$ cat config.mk
export PLATFORM = sky130hd
export DESIGN_NAME = drive_run_command_input_logic
export DESIGN_NICKNAME = d
export VERILOG_FILES = /design/src/logic/drive_cmd_pkg.sv /design/src/logic/input_edges_if.sv /design/src/logic/input_edge_detect.sv /design/src/logic/drive_run_command_input_logic.sv
export SDC_FILE = /design/constraint.sdc
export NUM_CORES = 1
export LEC_CHECK = 0
export BUFFER_PORTS_ARGS = -buffer_cell sky130_fd_sc_hd__buf_2
export CAP_MARGIN = 20
export CORE_ASPECT_RATIO = 1.2
export CORE_MARGIN = 2
export CORE_UTILIZATION = 36
export CTS_CLUSTER_SIZE = 40
export DETAILED_ROUTE_END_ITERATION = 8
export GPL_ROUTABILITY_DRIVEN = 0
export PLACE_DENSITY_LB_ADDON = 0.1
export REMOVE_ABC_BUFFERS = 1
export SETUP_SLACK_MARGIN = 0.15
export SLEW_MARGIN = 20
export SYNTH_ARGS = -nofsm -noshare
export SYNTH_HDL_FRONTEND = slang
export SYNTH_SLANG_ARGS = --single-unit
$ cat constraint.sdc
create_clock -name clk -period 3.3 [get_ports clk]
set_input_delay 0.66 -clock clk [delete_from_list [all_inputs] [get_ports clk]]
set_output_delay 0.66 -clock clk [all_outputs]
set_load 0.02 [all_outputs]
$ cat src/logic/drive_cmd_pkg.sv
// constants and types shared by the drive command input logic
`default_nettype none
package drive_cmd_pkg;
  // ---------------------------------------------------------------------------
  // register bus
  // ---------------------------------------------------------------------------
  localparam int ADDR_W = 8;
  localparam int DATA_W = 32;
  localparam logic [7:0] CONTROL_OFFSET = 8'h00;
  localparam logic [7:0] STATUS_OFFSET = 8'h04;
  localparam logic [31:0] CONTROL_RESET = 32'h0040_0000;

  // control field positions
  localparam int CTL_SCHEME_LSB = 0;
  localparam int CTL_OPTION_BIT = 3;
  localparam int CTL_PLACE_LSB = 4;
  localparam int CTL_RESPONSE_LSB = 6;
  localparam int CTL_REFSRC_LSB = 8;
  localparam int CTL_DCCUR_LSB = 16;

  // status field positions
  localparam int ST_RUN = 0;
  localparam int ST_REVERSE = 1;
  localparam int ST_COAST = 2;
  localparam int ST_WARNING = 3;
  localparam int ST_EXT_FAULT = 4;
  localparam int ST_DC_BRAKE = 5;
  localparam int ST_PLACE_LSB = 6;
  localparam int ST_PRESET_LSB = 8;
  localparam int ST_MODE2 = 11;
  localparam int ST_NEED_OPEN = 12;

  // ---------------------------------------------------------------------------
  // encodings
  // ---------------------------------------------------------------------------
  localparam logic [2:0] SCHEME_DUAL_START = 3'h0;
  localparam logic [2:0] SCHEME_RUN_DIRECTION = 3'h1;
  localparam logic [2:0] SCHEME_RUN_PERMIT = 3'h2;
  localparam logic [2:0] SCHEME_PULSE = 3'h3;
  localparam logic [2:0] SCHEME_POT_RAISE = 3'h4;
  localparam logic [2:0] SCHEME_EDGE_DUAL = 3'h5;
  localparam logic [2:0] SCHEME_EDGE_DIRECTION = 3'h6;
  localparam logic [2:0] SCHEME_EDGE_PERMIT = 3'h7;

  localparam logic [1:0] PLACE_TERMINAL = 2'h0;
  localparam logic [1:0] PLACE_KEYPAD = 2'h1;
  localparam logic [1:0] PLACE_FIELDBUS = 2'h2;

  localparam logic [4:0] REFSRC_ANALOG_SELECT = 5'hE;

  // edge-detected inputs
  localparam int EDGE_COUNT = 3;
  localparam int EDGE_CMD1 = 0;
  localparam int EDGE_CMD2 = 1;
  localparam int EDGE_FAULT_RESET = 2;
  localparam logic [2:0] EDGE_PREV_RESET = 3'h7;

  typedef enum logic [1:0] {STOPPED, RUN_FWD, RUN_REV} term_state_e;
endpackage
`default_nettype wire

$ cat src/logic/input_edges_if.sv
// raw levels and edge pulses of the edge-watched contact inputs
`default_nettype none
interface input_edges_if;
  import drive_cmd_pkg::*;
  logic [EDGE_COUNT-1:0] level;
  logic [EDGE_COUNT-1:0] rise;
  logic [EDGE_COUNT-1:0] fall;
  modport producer(output level, output rise, output fall);
  modport consumer(input level, input rise, input fall);
endinterface
`default_nettype wire

$ cat src/logic/input_edge_detect.sv
// edge detector for the contact inputs whose transitions matter
`default_nettype none
module input_edge_detect
  import drive_cmd_pkg::*;
(
  input wire logic clk,
  input wire logic rst_n,
  input wire logic [EDGE_COUNT-1:0] raw,
  input_edges_if.producer edges
);
  logic [EDGE_COUNT-1:0] prev;

  // previous value resets high so a contact already closed at power-up
  // is never mistaken for a fresh closure
  always_ff @(posedge clk or negedge rst_n) begin
    if (!rst_n) begin
      prev <= EDGE_PREV_RESET;
    end else begin
      prev <= raw;
    end
  end

  genvar i;
  generate
    for (i = 0; i < EDGE_COUNT; i++) begin : g_bit
      assign edges.level[i] = raw[i];
      assign edges.rise[i] = raw[i] & ~prev[i];
      assign edges.fall[i] = ~raw[i] & prev[i];
    end
  endgenerate
endmodule
`default_nettype wire

$ cat src/logic/drive_run_command_input_logic.sv
// run, stop, direction, reference and configuration decoding of drive contacts
`default_nettype none
// Overview of operation
// - terminal place uses configured start/stop scheme
// - scheme 0 forward/reverse, first direction wins
// - scheme 1 run level, second input direction
// - scheme 2 run level, second input permits
// - scheme 3 start pulse, falling stop
// - scheme 4 first starts, second raises pot
// - scheme 5 starts only on rising edges
// - scheme 6 like 1, rising edge start
// - scheme 7 like 2, rising edge start
// - edge schemes need start input seen open
// - permit removal coasts, blocks, warns
// - reverse input used where no direction input
// - three preset inputs form binary index
// - pot down lowers while held closed
// - fault reset acts on rising edge only
// - either external fault input raises fault
// - ramp select open set 1, closed 2
// - ramp hold freezes; option allows deceleration
// - stopped and input closed gives braking
// - swap input picks analogue or secondary source
// - forced place overrides, stored place kept
// - bank switch only when stopped, load/save
// - mode select open mode 1, closed 2
module drive_run_command_input_logic
  import drive_cmd_pkg::*;
(
  input wire logic clk,
  input wire logic rst_n,
  // register port
  input wire logic [ADDR_W-1:0] addr,
  input wire logic [DATA_W-1:0] wdata,
  input wire logic wr,
  input wire logic rd,
  output logic [DATA_W-1:0] rdata,
  // contacts
  input wire logic first_command_input,
  input wire logic second_command_input,
  input wire logic run_permit_input,
  input wire logic reverse_input,
  input wire logic [2:0] preset_speed_input,
  input wire logic pot_raise_input,
  input wire logic pot_lower_input,
  input wire logic fault_reset_input,
  input wire logic ext_fault_close_input,
  input wire logic ext_fault_open_input,
  input wire logic ramp_set_input,
  input wire logic ramp_hold_input,
  input wire logic dc_braking_input,
  input wire logic ref_swap_input,
  input wire logic force_terminal_input,
  input wire logic force_fieldbus_input,
  input wire logic force_keypad_input,
  input wire logic config_bank_select,
  input wire logic control_scheme_select,
  // commands from the other control places
  input wire logic keypad_run,
  input wire logic keypad_reverse,
  input wire logic fieldbus_run,
  input wire logic fieldbus_reverse,
  // requests to the drive
  output logic run_request,
  output logic reverse_request,
  output logic coast_stop,
  output logic permit_warning,
  output logic [1:0] active_place,
  output logic [2:0] preset_index,
  output logic pot_raise,
  output logic pot_lower,
  output logic fault_reset_pulse,
  output logic ext_fault,
  output logic [1:0] ext_fault_response,
  output logic ramp_set2,
  output logic ramp_freeze,
  output logic allow_decel_in_hold,
  output logic dc_brake_active,
  output logic [7:0] dc_brake_current,
  output logic analog2_select,
  output logic secondary_ref_select,
  output logic bank_load_pulse,
  output logic bank_save_pulse,
  output logic control_mode2
);
  // ---------------------------------------------------------------------------
  // decoding helpers
  // ---------------------------------------------------------------------------
  function automatic logic carries_direction(input logic [2:0] s);
    carries_direction = (s == SCHEME_DUAL_START) || (s == SCHEME_RUN_DIRECTION) ||
                        (s == SCHEME_EDGE_DUAL) || (s == SCHEME_EDGE_DIRECTION);
  endfunction

  function automatic logic edge_scheme(input logic [2:0] s);
    edge_scheme = (s == SCHEME_EDGE_DUAL) || (s == SCHEME_EDGE_DIRECTION) ||
                  (s == SCHEME_EDGE_PERMIT);
  endfunction

  function automatic term_state_e dir_state(input logic rev);
    dir_state = rev ? RUN_REV : RUN_FWD;
  endfunction

  // ---------------------------------------------------------------------------
  // configuration register
  // ---------------------------------------------------------------------------
  logic [DATA_W-1:0] control;
  logic [2:0] scheme;
  logic option_bit;
  logic [1:0] stored_place;
  logic [4:0] ref_source;

  assign scheme = control[CTL_SCHEME_LSB +: 3];
  assign option_bit = control[CTL_OPTION_BIT];
  assign stored_place = control[CTL_PLACE_LSB +: 2];
  assign ref_source = control[CTL_REFSRC_LSB +: 5];

  always_ff @(posedge clk or negedge rst_n) begin
    if (!rst_n) begin
      control <= CONTROL_RESET;
    end else if (wr && addr == CONTROL_OFFSET) begin
      control <= wdata;
    end
  end

  // ---------------------------------------------------------------------------
  // edge detection of command and reset contacts
  // ---------------------------------------------------------------------------
  input_edges_if edges();

  input_edge_detect u_edges (
    .clk(clk),
    .rst_n(rst_n),
    .raw({fault_reset_input, second_command_input, first_command_input}),
    .edges(edges.producer)
  );

  logic in1;
  logic in2;
  logic rise1;
  logic rise2;
  logic fall2;
  logic reset_edge;

  assign in1 = edges.level[EDGE_CMD1];
  assign in2 = edges.level[EDGE_CMD2];
  assign rise1 = edges.rise[EDGE_CMD1];
  assign rise2 = edges.rise[EDGE_CMD2];
  assign fall2 = edges.fall[EDGE_CMD2];
  assign reset_edge = edges.rise[EDGE_FAULT_RESET];

  // ---------------------------------------------------------------------------
  // control place
  // ---------------------------------------------------------------------------
  logic [1:0] next_place;

  always_comb begin
    if (force_terminal_input) begin
      next_place = PLACE_TERMINAL;
    end else if (force_fieldbus_input) begin
      next_place = PLACE_FIELDBUS;
    end else if (force_keypad_input) begin
      next_place = PLACE_KEYPAD;
    end else begin
      next_place = stored_place;
    end
  end

  always_ff @(posedge clk or negedge rst_n) begin
    if (!rst_n) begin
      active_place <= PLACE_TERMINAL;
    end else begin
      active_place <= next_place;
    end
  end

  // ---------------------------------------------------------------------------
  // faults and permit
  // ---------------------------------------------------------------------------
  logic fault_latched;

  // an opening-contact input reports the fault while it is open
  always_ff @(posedge clk or negedge rst_n) begin
    if (!rst_n) begin
      fault_latched <= 1'b0;
    end else if (ext_fault_close_input || !ext_fault_open_input) begin
      fault_latched <= 1'b1;
    end else if (reset_edge) begin
      fault_latched <= 1'b0;
    end
  end

  always_ff @(posedge clk or negedge rst_n) begin
    if (!rst_n) begin
      fault_reset_pulse <= 1'b0;
      coast_stop <= 1'b0;
      permit_warning <= 1'b0;
    end else begin
      fault_reset_pulse <= reset_edge;
      coast_stop <= !run_permit_input;
      permit_warning <= !run_permit_input;
    end
  end

  assign ext_fault = fault_latched;
  assign ext_fault_response = control[CTL_RESPONSE_LSB +: 2];

  // ---------------------------------------------------------------------------
  // terminal start/stop schemes
  // ---------------------------------------------------------------------------
  term_state_e term_state;
  term_state_e next_term_state;
  logic need_open;
  logic armed;
  logic running;
  logic blocked;

  assign armed = !need_open;
  assign running = (term_state != STOPPED);
  assign blocked = !run_permit_input || fault_latched || (next_place != PLACE_TERMINAL);

  always_comb begin
    next_term_state = term_state;
    case (scheme)
      SCHEME_DUAL_START: begin
        case (term_state)
          STOPPED: next_term_state = in1 ? RUN_FWD : (in2 ? RUN_REV : STOPPED);
          RUN_FWD: next_term_state = in1 ? RUN_FWD : (in2 ? RUN_REV : STOPPED);
          RUN_REV: next_term_state = in2 ? RUN_REV : (in1 ? RUN_FWD : STOPPED);
          default: next_term_state = STOPPED;
        endcase
      end
      SCHEME_RUN_DIRECTION: begin
        next_term_state = in1 ? dir_state(in2) : STOPPED;
      end
      SCHEME_RUN_PERMIT: begin
        next_term_state = (in1 && in2) ? dir_state(reverse_input) : STOPPED;
      end
      SCHEME_PULSE: begin
        if (fall2 || !in2) begin
          next_term_state = STOPPED;
        end else if (running || rise1) begin
          next_term_state = dir_state(reverse_input);
        end
      end
      SCHEME_POT_RAISE: begin
        next_term_state = in1 ? dir_state(reverse_input) : STOPPED;
      end
      SCHEME_EDGE_DUAL: begin
        case (term_state)
          STOPPED: begin
            if (armed && rise1) begin
              next_term_state = RUN_FWD;
            end else if (armed && rise2) begin
              next_term_state = RUN_REV;
            end
          end
          RUN_FWD: next_term_state = in1 ? RUN_FWD : STOPPED;
          RUN_REV: next_term_state = in2 ? RUN_REV : STOPPED;
          default: next_term_state = STOPPED;
        endcase
      end
      SCHEME_EDGE_DIRECTION: begin
        if (!in1) begin
          next_term_state = STOPPED;
        end else if (running || (armed && rise1)) begin
          next_term_state = dir_state(in2);
        end
      end
      SCHEME_EDGE_PERMIT: begin
        if (!(in1 && in2)) begin
          next_term_state = STOPPED;
        end else if (running || (armed && rise1)) begin
          next_term_state = dir_state(reverse_input);
        end
      end
      default: next_term_state = STOPPED;
    endcase
    if (blocked) begin
      next_term_state = STOPPED;
    end
  end

  always_ff @(posedge clk or negedge rst_n) begin
    if (!rst_n) begin
      term_state <= STOPPED;
    end else begin
      term_state <= next_term_state;
    end
  end

  // start contact must be seen open after power-up, fault reset, a permit
  // stop or a place change; the arming event wins over a same-cycle open
  logic permit_stop;
  logic open_seen;

  assign permit_stop = !run_permit_input ||
                       (running && !in2 &&
                        (scheme == SCHEME_RUN_PERMIT || scheme == SCHEME_EDGE_PERMIT));
  assign open_seen = (scheme == SCHEME_EDGE_DUAL) ? (!in1 && !in2) : !in1;

  always_ff @(posedge clk or negedge rst_n) begin
    if (!rst_n) begin
      need_open <= 1'b1;
    end else if (reset_edge || permit_stop || next_place != active_place) begin
      need_open <= 1'b1;
    end else if (open_seen || !edge_scheme(scheme)) begin
      need_open <= 1'b0;
    end
  end

  // ---------------------------------------------------------------------------
  // run and direction towards the drive
  // ---------------------------------------------------------------------------
  logic next_run;
  logic next_reverse;

  always_comb begin
    case (next_place)
      PLACE_KEYPAD: begin
        next_run = keypad_run;
        next_reverse = keypad_reverse;
      end
      PLACE_FIELDBUS: begin
        next_run = fieldbus_run;
        next_reverse = fieldbus_reverse;
      end
      default: begin
        next_run = (next_term_state != STOPPED);
        next_reverse = carries_direction(scheme) ? (next_term_state == RUN_REV) :
                       reverse_input;
      end
    endcase
    if (!run_permit_input || fault_latched) begin
      next_run = 1'b0;
    end
  end

  always_ff @(posedge clk or negedge rst_n) begin
    if (!rst_n) begin
      run_request <= 1'b0;
      reverse_request <= 1'b0;
    end else begin
      run_request <= next_run;
      reverse_request <= next_reverse;
    end
  end

  // ---------------------------------------------------------------------------
  // reference, ramp and braking requests
  // ---------------------------------------------------------------------------
  always_ff @(posedge clk or negedge rst_n) begin
    if (!rst_n) begin
      preset_index <= 3'h0;
      pot_raise <= 1'b0;
      pot_lower <= 1'b0;
      ramp_set2 <= 1'b0;
      ramp_freeze <= 1'b0;
      allow_decel_in_hold <= 1'b0;
      analog2_select <= 1'b0;
      secondary_ref_select <= 1'b0;
    end else begin
      preset_index <= preset_speed_input;
      pot_raise <= pot_raise_input || (scheme == SCHEME_POT_RAISE &&
                   next_place == PLACE_TERMINAL && in2);
      pot_lower <= pot_lower_input;
      ramp_set2 <= ramp_set_input;
      ramp_freeze <= ramp_hold_input;
      allow_decel_in_hold <= ramp_hold_input && option_bit;
      analog2_select <= (ref_source == REFSRC_ANALOG_SELECT) && ref_swap_input;
      secondary_ref_select <= (ref_source != REFSRC_ANALOG_SELECT) && ref_swap_input;
    end
  end

  // braking is held off the moment a run is requested
  always_ff @(posedge clk or negedge rst_n) begin
    if (!rst_n) begin
      dc_brake_active <= 1'b0;
    end else begin
      dc_brake_active <= dc_braking_input && !next_run && !run_request;
    end
  end

  assign dc_brake_current = control[CTL_DCCUR_LSB +: 8];

  // ---------------------------------------------------------------------------
  // parameter bank and control mode
  // ---------------------------------------------------------------------------
  logic bank_applied;

  // a change made while running waits here until the drive stops
  always_ff @(posedge clk or negedge rst_n) begin
    if (!rst_n) begin
      bank_applied <= 1'b0;
      bank_load_pulse <= 1'b0;
      bank_save_pulse <= 1'b0;
    end else begin
      bank_load_pulse <= 1'b0;
      bank_save_pulse <= 1'b0;
      if (!run_request && config_bank_select != bank_applied) begin
        bank_applied <= config_bank_select;
        bank_load_pulse <= !config_bank_select;
        bank_save_pulse <= config_bank_select;
      end
    end
  end

  // loop-mode changes are left to the operator to make at standstill
  always_ff @(posedge clk or negedge rst_n) begin
    if (!rst_n) begin
      control_mode2 <= 1'b0;
    end else begin
      control_mode2 <= control_scheme_select;
    end
  end

  // ---------------------------------------------------------------------------
  // register read port
  // ---------------------------------------------------------------------------
  logic [DATA_W-1:0] status;

  always_comb begin
    status = '0;
    status[ST_RUN] = run_request;
    status[ST_REVERSE] = reverse_request;
    status[ST_COAST] = coast_stop;
    status[ST_WARNING] = permit_warning;
    status[ST_EXT_FAULT] = fault_latched;
    status[ST_DC_BRAKE] = dc_brake_active;
    status[ST_PLACE_LSB +: 2] = active_place;
    status[ST_PRESET_LSB +: 3] = preset_index;
    status[ST_MODE2] = control_mode2;
    status[ST_NEED_OPEN] = need_open;
  end

  always_ff @(posedge clk or negedge rst_n) begin
    if (!rst_n) begin
      rdata <= '0;
    end else if (rd) begin
      case (addr)
        CONTROL_OFFSET: rdata <= control;
        STATUS_OFFSET: rdata <= status;
        default: rdata <= '0;
      endcase
    end else begin
      rdata <= '0;
    end
  end
endmodule
`default_nettype wire

# Yosys cells after proc, flatten, opt, wreduce, memory -nomap -nowiden
# Cells that the tools add are included.
[word_totals]
input_bits = 69
word_cells = 137
ff_bits = 92
output_inout_bits = 64
[op_classes]
muxes = 37
bitwise = 8
n_reduce_logical = 51
n_eq_ne = 17
[op_table]
columns = ["cell", "n"]
rows = [
  ["case mux 32 bit (2 select lines)", 1],
  ["two-way mux 2 bit", 20],
  ["two-way mux 32 bit", 1],
  ["logical OR 1 bit", 17],
  ["case mux 2 bit (8 select lines)", 1],
  ["logical AND 1 bit", 15],
  ["equality test 3 bit, second input constant", 4],
  ["two-way mux 1 bit", 10],
  ["nonzero test 2 bit", 5],
  ["logical NOT 1 bit", 9],
  ["equality test 8 x 3 -> 1 bit, second input constant", 1],
  ["logical NOT 8 bit", 1],
  ["equality test 2 bit, second input constant", 3],
  ["equality test 3 x 2 -> 1 bit, second input constant", 2],
  ["case mux 2 bit (3 select lines)", 1],
  ["equality test 5 x 4 -> 1 bit, second input constant", 1],
  ["inequality test 5 x 4 -> 1 bit, second input constant", 1],
  ["AND 1 bit", 4],
  ["equality test 2 x 1 -> 1 bit, second input constant", 2],
  ["logical NOT 2 bit", 2],
  ["NOT 1 bit", 4],
  ["case mux 1 bit (2 select lines)", 2],
  ["case mux 2 bit (2 select lines)", 1],
  ["equality test 3 x 1 -> 1 bit, second input constant", 1],
  ["other kinds (4)", 4],
]

# Longest topological paths before layout
[depth]
ltp_word = 14
depth_mapped = 9

# Modules after synthesis
# A second synthesis with hierarchy kept.
[hier_totals]
cells_unflattened = 293
hier_area_um2 = 3786.1
[by_module_without_submodules]
columns = ["module", "n_inst", "cells_each", "area_per_inst_um2"]
rows = [
  ["drive_run_command_input_logic", 1, 281, 3647.2],
  ["input_edge_detect", 1, 12, 138.9],
]

# Worst setup path before layout
# Ideal clock, no wire load.
[synth_timing]
path_type = "input-to-reg"
startpoint = "input port force_terminal_input"
endpoint = "register run_request"
cell_stages = 6
t_arrival_ns = 2.176
setup_ns = 0.119
path_buffers = 0
setup_slack_ns = 1.005
cell_sequence = "nor3_1 -> inv_1 -> ha_1 -> or3_1 -> a22o_1 -> and2_1"
[synth_via]
elab_chain_len = 7
[synth_lines]
columns = ["element", "line_no", "source"]
rows = [
  ["from (decl)", "drive_run_command_input_logic.sv:53", "input wire logic force_terminal_input,"],
  ["two-way mux 2 bit *", "drive_run_command_input_logic.sv:157", "if (force_terminal_input) begin"],
  ["nonzero test 2 bit", "drive_run_command_input_logic.sv:219", "assign blocked = !run_permit_input || fault_latched || (next_place != PLACE_TERMINAL);"],
  ["logical OR 1 bit", "drive_run_command_input_logic.sv:219", ""],
  ["two-way mux 2 bit", "drive_run_command_input_logic.sv:278", "if (blocked) begin"],
  ["nonzero test 2 bit", "drive_run_command_input_logic.sv:328", "next_run = (next_term_state != STOPPED);"],
  ["case mux 1 bit (2 select lines) *", "drive_run_command_input_logic.sv:318", "case (next_place)"],
  ["two-way mux 1 bit *", "drive_run_command_input_logic.sv:333", "if (!run_permit_input || fault_latched) begin"],
  ["net next_run", "drive_run_command_input_logic.sv:314", "logic next_run;"],
  ["to (signal assigned)", "drive_run_command_input_logic.sv:343", "run_request <= next_run;"],
  ["to (decl)", "drive_run_command_input_logic.sv:64", "output logic run_request,"],
]
# Mark *: on every way through the listed nets, which the timed path passes. The rest lies on a longest branch.
# A chain may end at the register's enable or synchronous reset.

# Final worst setup path
[layout_timing]
startpoint = "input port force_terminal_input"
endpoint = "register run_request"
[layout_via]
elab_chain_len = 7
[layout_lines]
columns = ["element", "line_no", "source"]
rows = [
  ["two-way mux 2 bit *", "drive_run_command_input_logic.sv:157", ""],
  ["net next_place[0]", "drive_run_command_input_logic.sv:154", "logic [1:0] next_place;"],
  ["nonzero test 2 bit", "drive_run_command_input_logic.sv:219", ""],
  ["logical OR 1 bit", "drive_run_command_input_logic.sv:219", ""],
  ["two-way mux 2 bit", "drive_run_command_input_logic.sv:278", ""],
  ["nonzero test 2 bit", "drive_run_command_input_logic.sv:328", ""],
  ["case mux 1 bit (2 select lines) *", "drive_run_command_input_logic.sv:318", ""],
  ["two-way mux 1 bit *", "drive_run_command_input_logic.sv:333", ""],
  ["net next_run", "drive_run_command_input_logic.sv:314", ""],
]
# Marks and branches as above.

==> results.json <==
{
  "outcome": "complete, no violations",
  "nets": 486,
  "drt-pass1-iter-count": 4,
  "syn_inst": 289,
  "synth_edf_count": 0,
  "vias": 2612,
  "hold_viol_final": 0,
  "period_minus_slack_ns": 2.23,
  "clkSinkCount": 92,
  "area_delta_synth_final_pct": 26.5,
  "dieArea_um2": 11200,
  "cp.required_ns": 3.52,
  "end_kind": "flop",
  "synth_top_cell_by_area": "dfrtp_1",
  "layout_commonest_cell": "buf_2",
  "final_cell_mix": "buf_2 (131), dfrtp_1 (87), mux2_1 (30)",
  "power_frac_clock_pct": 40.4,
  "startpoint_type": "primary input",
  "synthTopCellsByArea": "dfrtp_1 (58%), mux2_1 (9.0%), and2_1 (3.7%), dfstp_2 (3.5%), mux2i_1 (2.9%)",
  "avgSynthCellArea_um2": 12.9,
  "fillers": 971,
  "vias_per_cell": 4.80,
  "ff_latch_area_um2": 2310,
  "wl_per_cell_um": 15.4,
  "powerDensity_nw_per_um2": 492,
  "post-cts-setup-buffers": 0,
  "io_pins": 133,
  "path_delay_family": "simple AND/OR/NAND/NOR gates",
  "ys.flop_type": "dfrtp_1",
  "tightest_slew_ns": 0.748,
  "p_leak_nw": 2.53,
  "maxCapViolations": 0,
  "crit_chain": "buf_2 > nor3_1 > inv_1 > ha_1 > or3_1 > a22o_1 > and2_1",
  "synth_top_area_share_pct": 58.2,
  "tns_ns": 0,
  "antennaDiodeCount": 0,
  "cp_max_fo": 5,
  "p_int_w": 0.00178,
  "maxSlewViolCount": 0,
  "seq_power_share_pct": 51.2,
  "pwr-share-comb_pct": 8.4,
  "reg2reg_setup_slack_ns": 1.12,
  "cts_htree_levels": 3,
  "grt_pass1_wl_um": 13400,
  "cts_tree": "yes",
  "antenna_found_initial": 0,
  "grt_pass1_vias": 2576,
  "die_width_um": 97.1,
  "setup-violations-final": 0,
  "ys_ff_latch": 92,
  "final_cells": 544,
  "fmax_ghz": 0.449,
  "fin_skew_ns": 0.00392,
  "floorplan.die.height_um": 116,
  "hold_path_class": "primary input to async pin",
  "cts_root_buf": "clkbuf_16",
  "rows": 40,
  "multi_input_area_um2": 1270,
  "grt_overflow_total": 0,
  "slowest_delay_ns": 0.45,
  "ctsHoldBuffers": 0,
  "finish.utilization_pct": 47.0,
  "ys_seq_area_share_pct": 61.7,
  "dp_hpwl_um": 5860,
  "synth-async-reset-ratio_pct": 100,
  "max_slew_margin_pct": 50.1,
  "p_sw_w": 0.000552,
  "swShare_pct": 23.7,
  "cp_slowest_cell": "nor3_1",
  "arrival_ns": 2.45,
  "clk_pin_slew_ns": 0.06,
  "grt_setup_unrepaired": "no",
  "hold_slack_ns": 0.360,
  "dp_cells": 529,
  "grt_use_total_pct": 15.3,
  "start_util_pct": 37.2,
  "yosysUniqueCellTypes": 46,
  "grt_start_max_net_pins": 83,
  "core_um2": 10100,
  "synth_area_um2": 3740,
  "final_layout_size_suffix_gt1_share_pct": 39.2,
  "worstSetupPathType": "primary input to flop",
  "numPortBuffers": 132,
  "yosysWarnings": 0,
  "clk_latency_ns": 0.33,
  "ant_nets": 0,
  "wl_um": 8360,
  "numCtsBuffers": 9,
  "crit_buf_inv": 2,
  "ir_drop_v": 0.000234,
  "finalCritPeriodShare_pct": 67.6,
  "cts.repair.resized": 0,
  "drt_iter0_markers": 66,
  "clk_path_buf_depth": 2,
  "drc": 0
}
sequential cells by signal (all words and copies together) (netlist names), 2 cells and up:
register and flops:
preset_index 3, rdata 32, control 32, term_state 2
active_place 2, u_edges.prev 3
cell type report:
cell class / count / share of cell area (%)
Inverter: 9 / 0.714
Timing Repair Buffer: 136 / 14.7
Clock buffer: 11 / 5.13
Clock inverter: 4 / 0.555
Tap cell: 126 / 3.33
Multi-Input combinational cell: 166 / 26.8
Sequential cell: 92 / 48.8
power groups by stage:
stage,clock network (W),registers [W],logic [W]
CTS,0.000977,0.00119,0.000200
floorplan,0,0.00123,0.0000670
finish,0.000941,0.00119,0.000196
global placement,0,0.00121,0.000198
global route,0.00101,0.00120,0.000219
detailed placement,0,0.00121,0.000200
cell usage after synthesis, types with 3 or more instances:
cell type  instances
a211oi_1           3
a21oi_1            7
a22oi_1            4
and2_1            22
buf_2              6
buf_4             11
clkbuf_1           3
dfrtp_1           87
dfstp_2            5
ha_1               3
inv_1              9
mux2_1            30
mux2_2             3
mux2i_1           11
nand2_1            7
nand2b_1           7
nand4b_1           4
nor2_1            22
nor2b_1            6
nor3_1             3
o21ai_0            3
xnor2_1            3
logic make-up (layout without fill, tap and decap cells):
| logic type | after synthesis | in the layout | synth area share (%) |
|---|---|---|---|
| multiplexers | 44 | 44 | 12.9 |
| AO/OA/AOI/OAI | 31 | 31 | 5.92 |
| XOR/XNOR | 4 | 4 | 0.937 |
| AND/OR/NAND/NOR | 84 | 84 | 13.1 |
| flip-flops | 92 | 92 | 61.7 |
| adder cells (fa/ha/maj) | 3 | 3 | 1.00 |
| buffers and inverters | 31 | 160 | 4.45 |
routing by layer:
layer,vias up,wire [um],GRT usage [%]
met5,-,0,0
met4,0,94,5.63
met3,8,467,3.92
met2,94,4190,24.9
met1,1279,3610,19.9
li1,1231,-,-
metrics by stage:
step	total power [W]	cell area, um^2	worst slack (ns)
finish	0.00233	4730	1.07
global route	0.00243	4730	0.964
CTS	0.00237	4730	1.05
detailed placement	0.00141	4460	0.693
global placement	0.00141	4460	0.797
floorplan	0.00130	3610	0.809
path summary, 6_finish.rpt:
kind,start,end,cells after the start
min in group clk,control_scheme_select,control_mode2$_DFF_PN0_,1
worst max register to register,control[4]$_DFFE_PN0P_,run_request$_DFF_PN0_,7
worst max-delay path,force_terminal_input,run_request$_DFF_PN0_,7
max in group asynchronous,rst_n,control[6]$_DFFE_PN0P_,2
worst min-delay path,rst_n,rdata[22]$_DFF_PN0_,1
worst min register to register,bank_applied$_DFFE_PN0P_,bank_save_pulse$_DFF_PN0_,1
No activity file was read; power rests on OpenSTA's default activity.
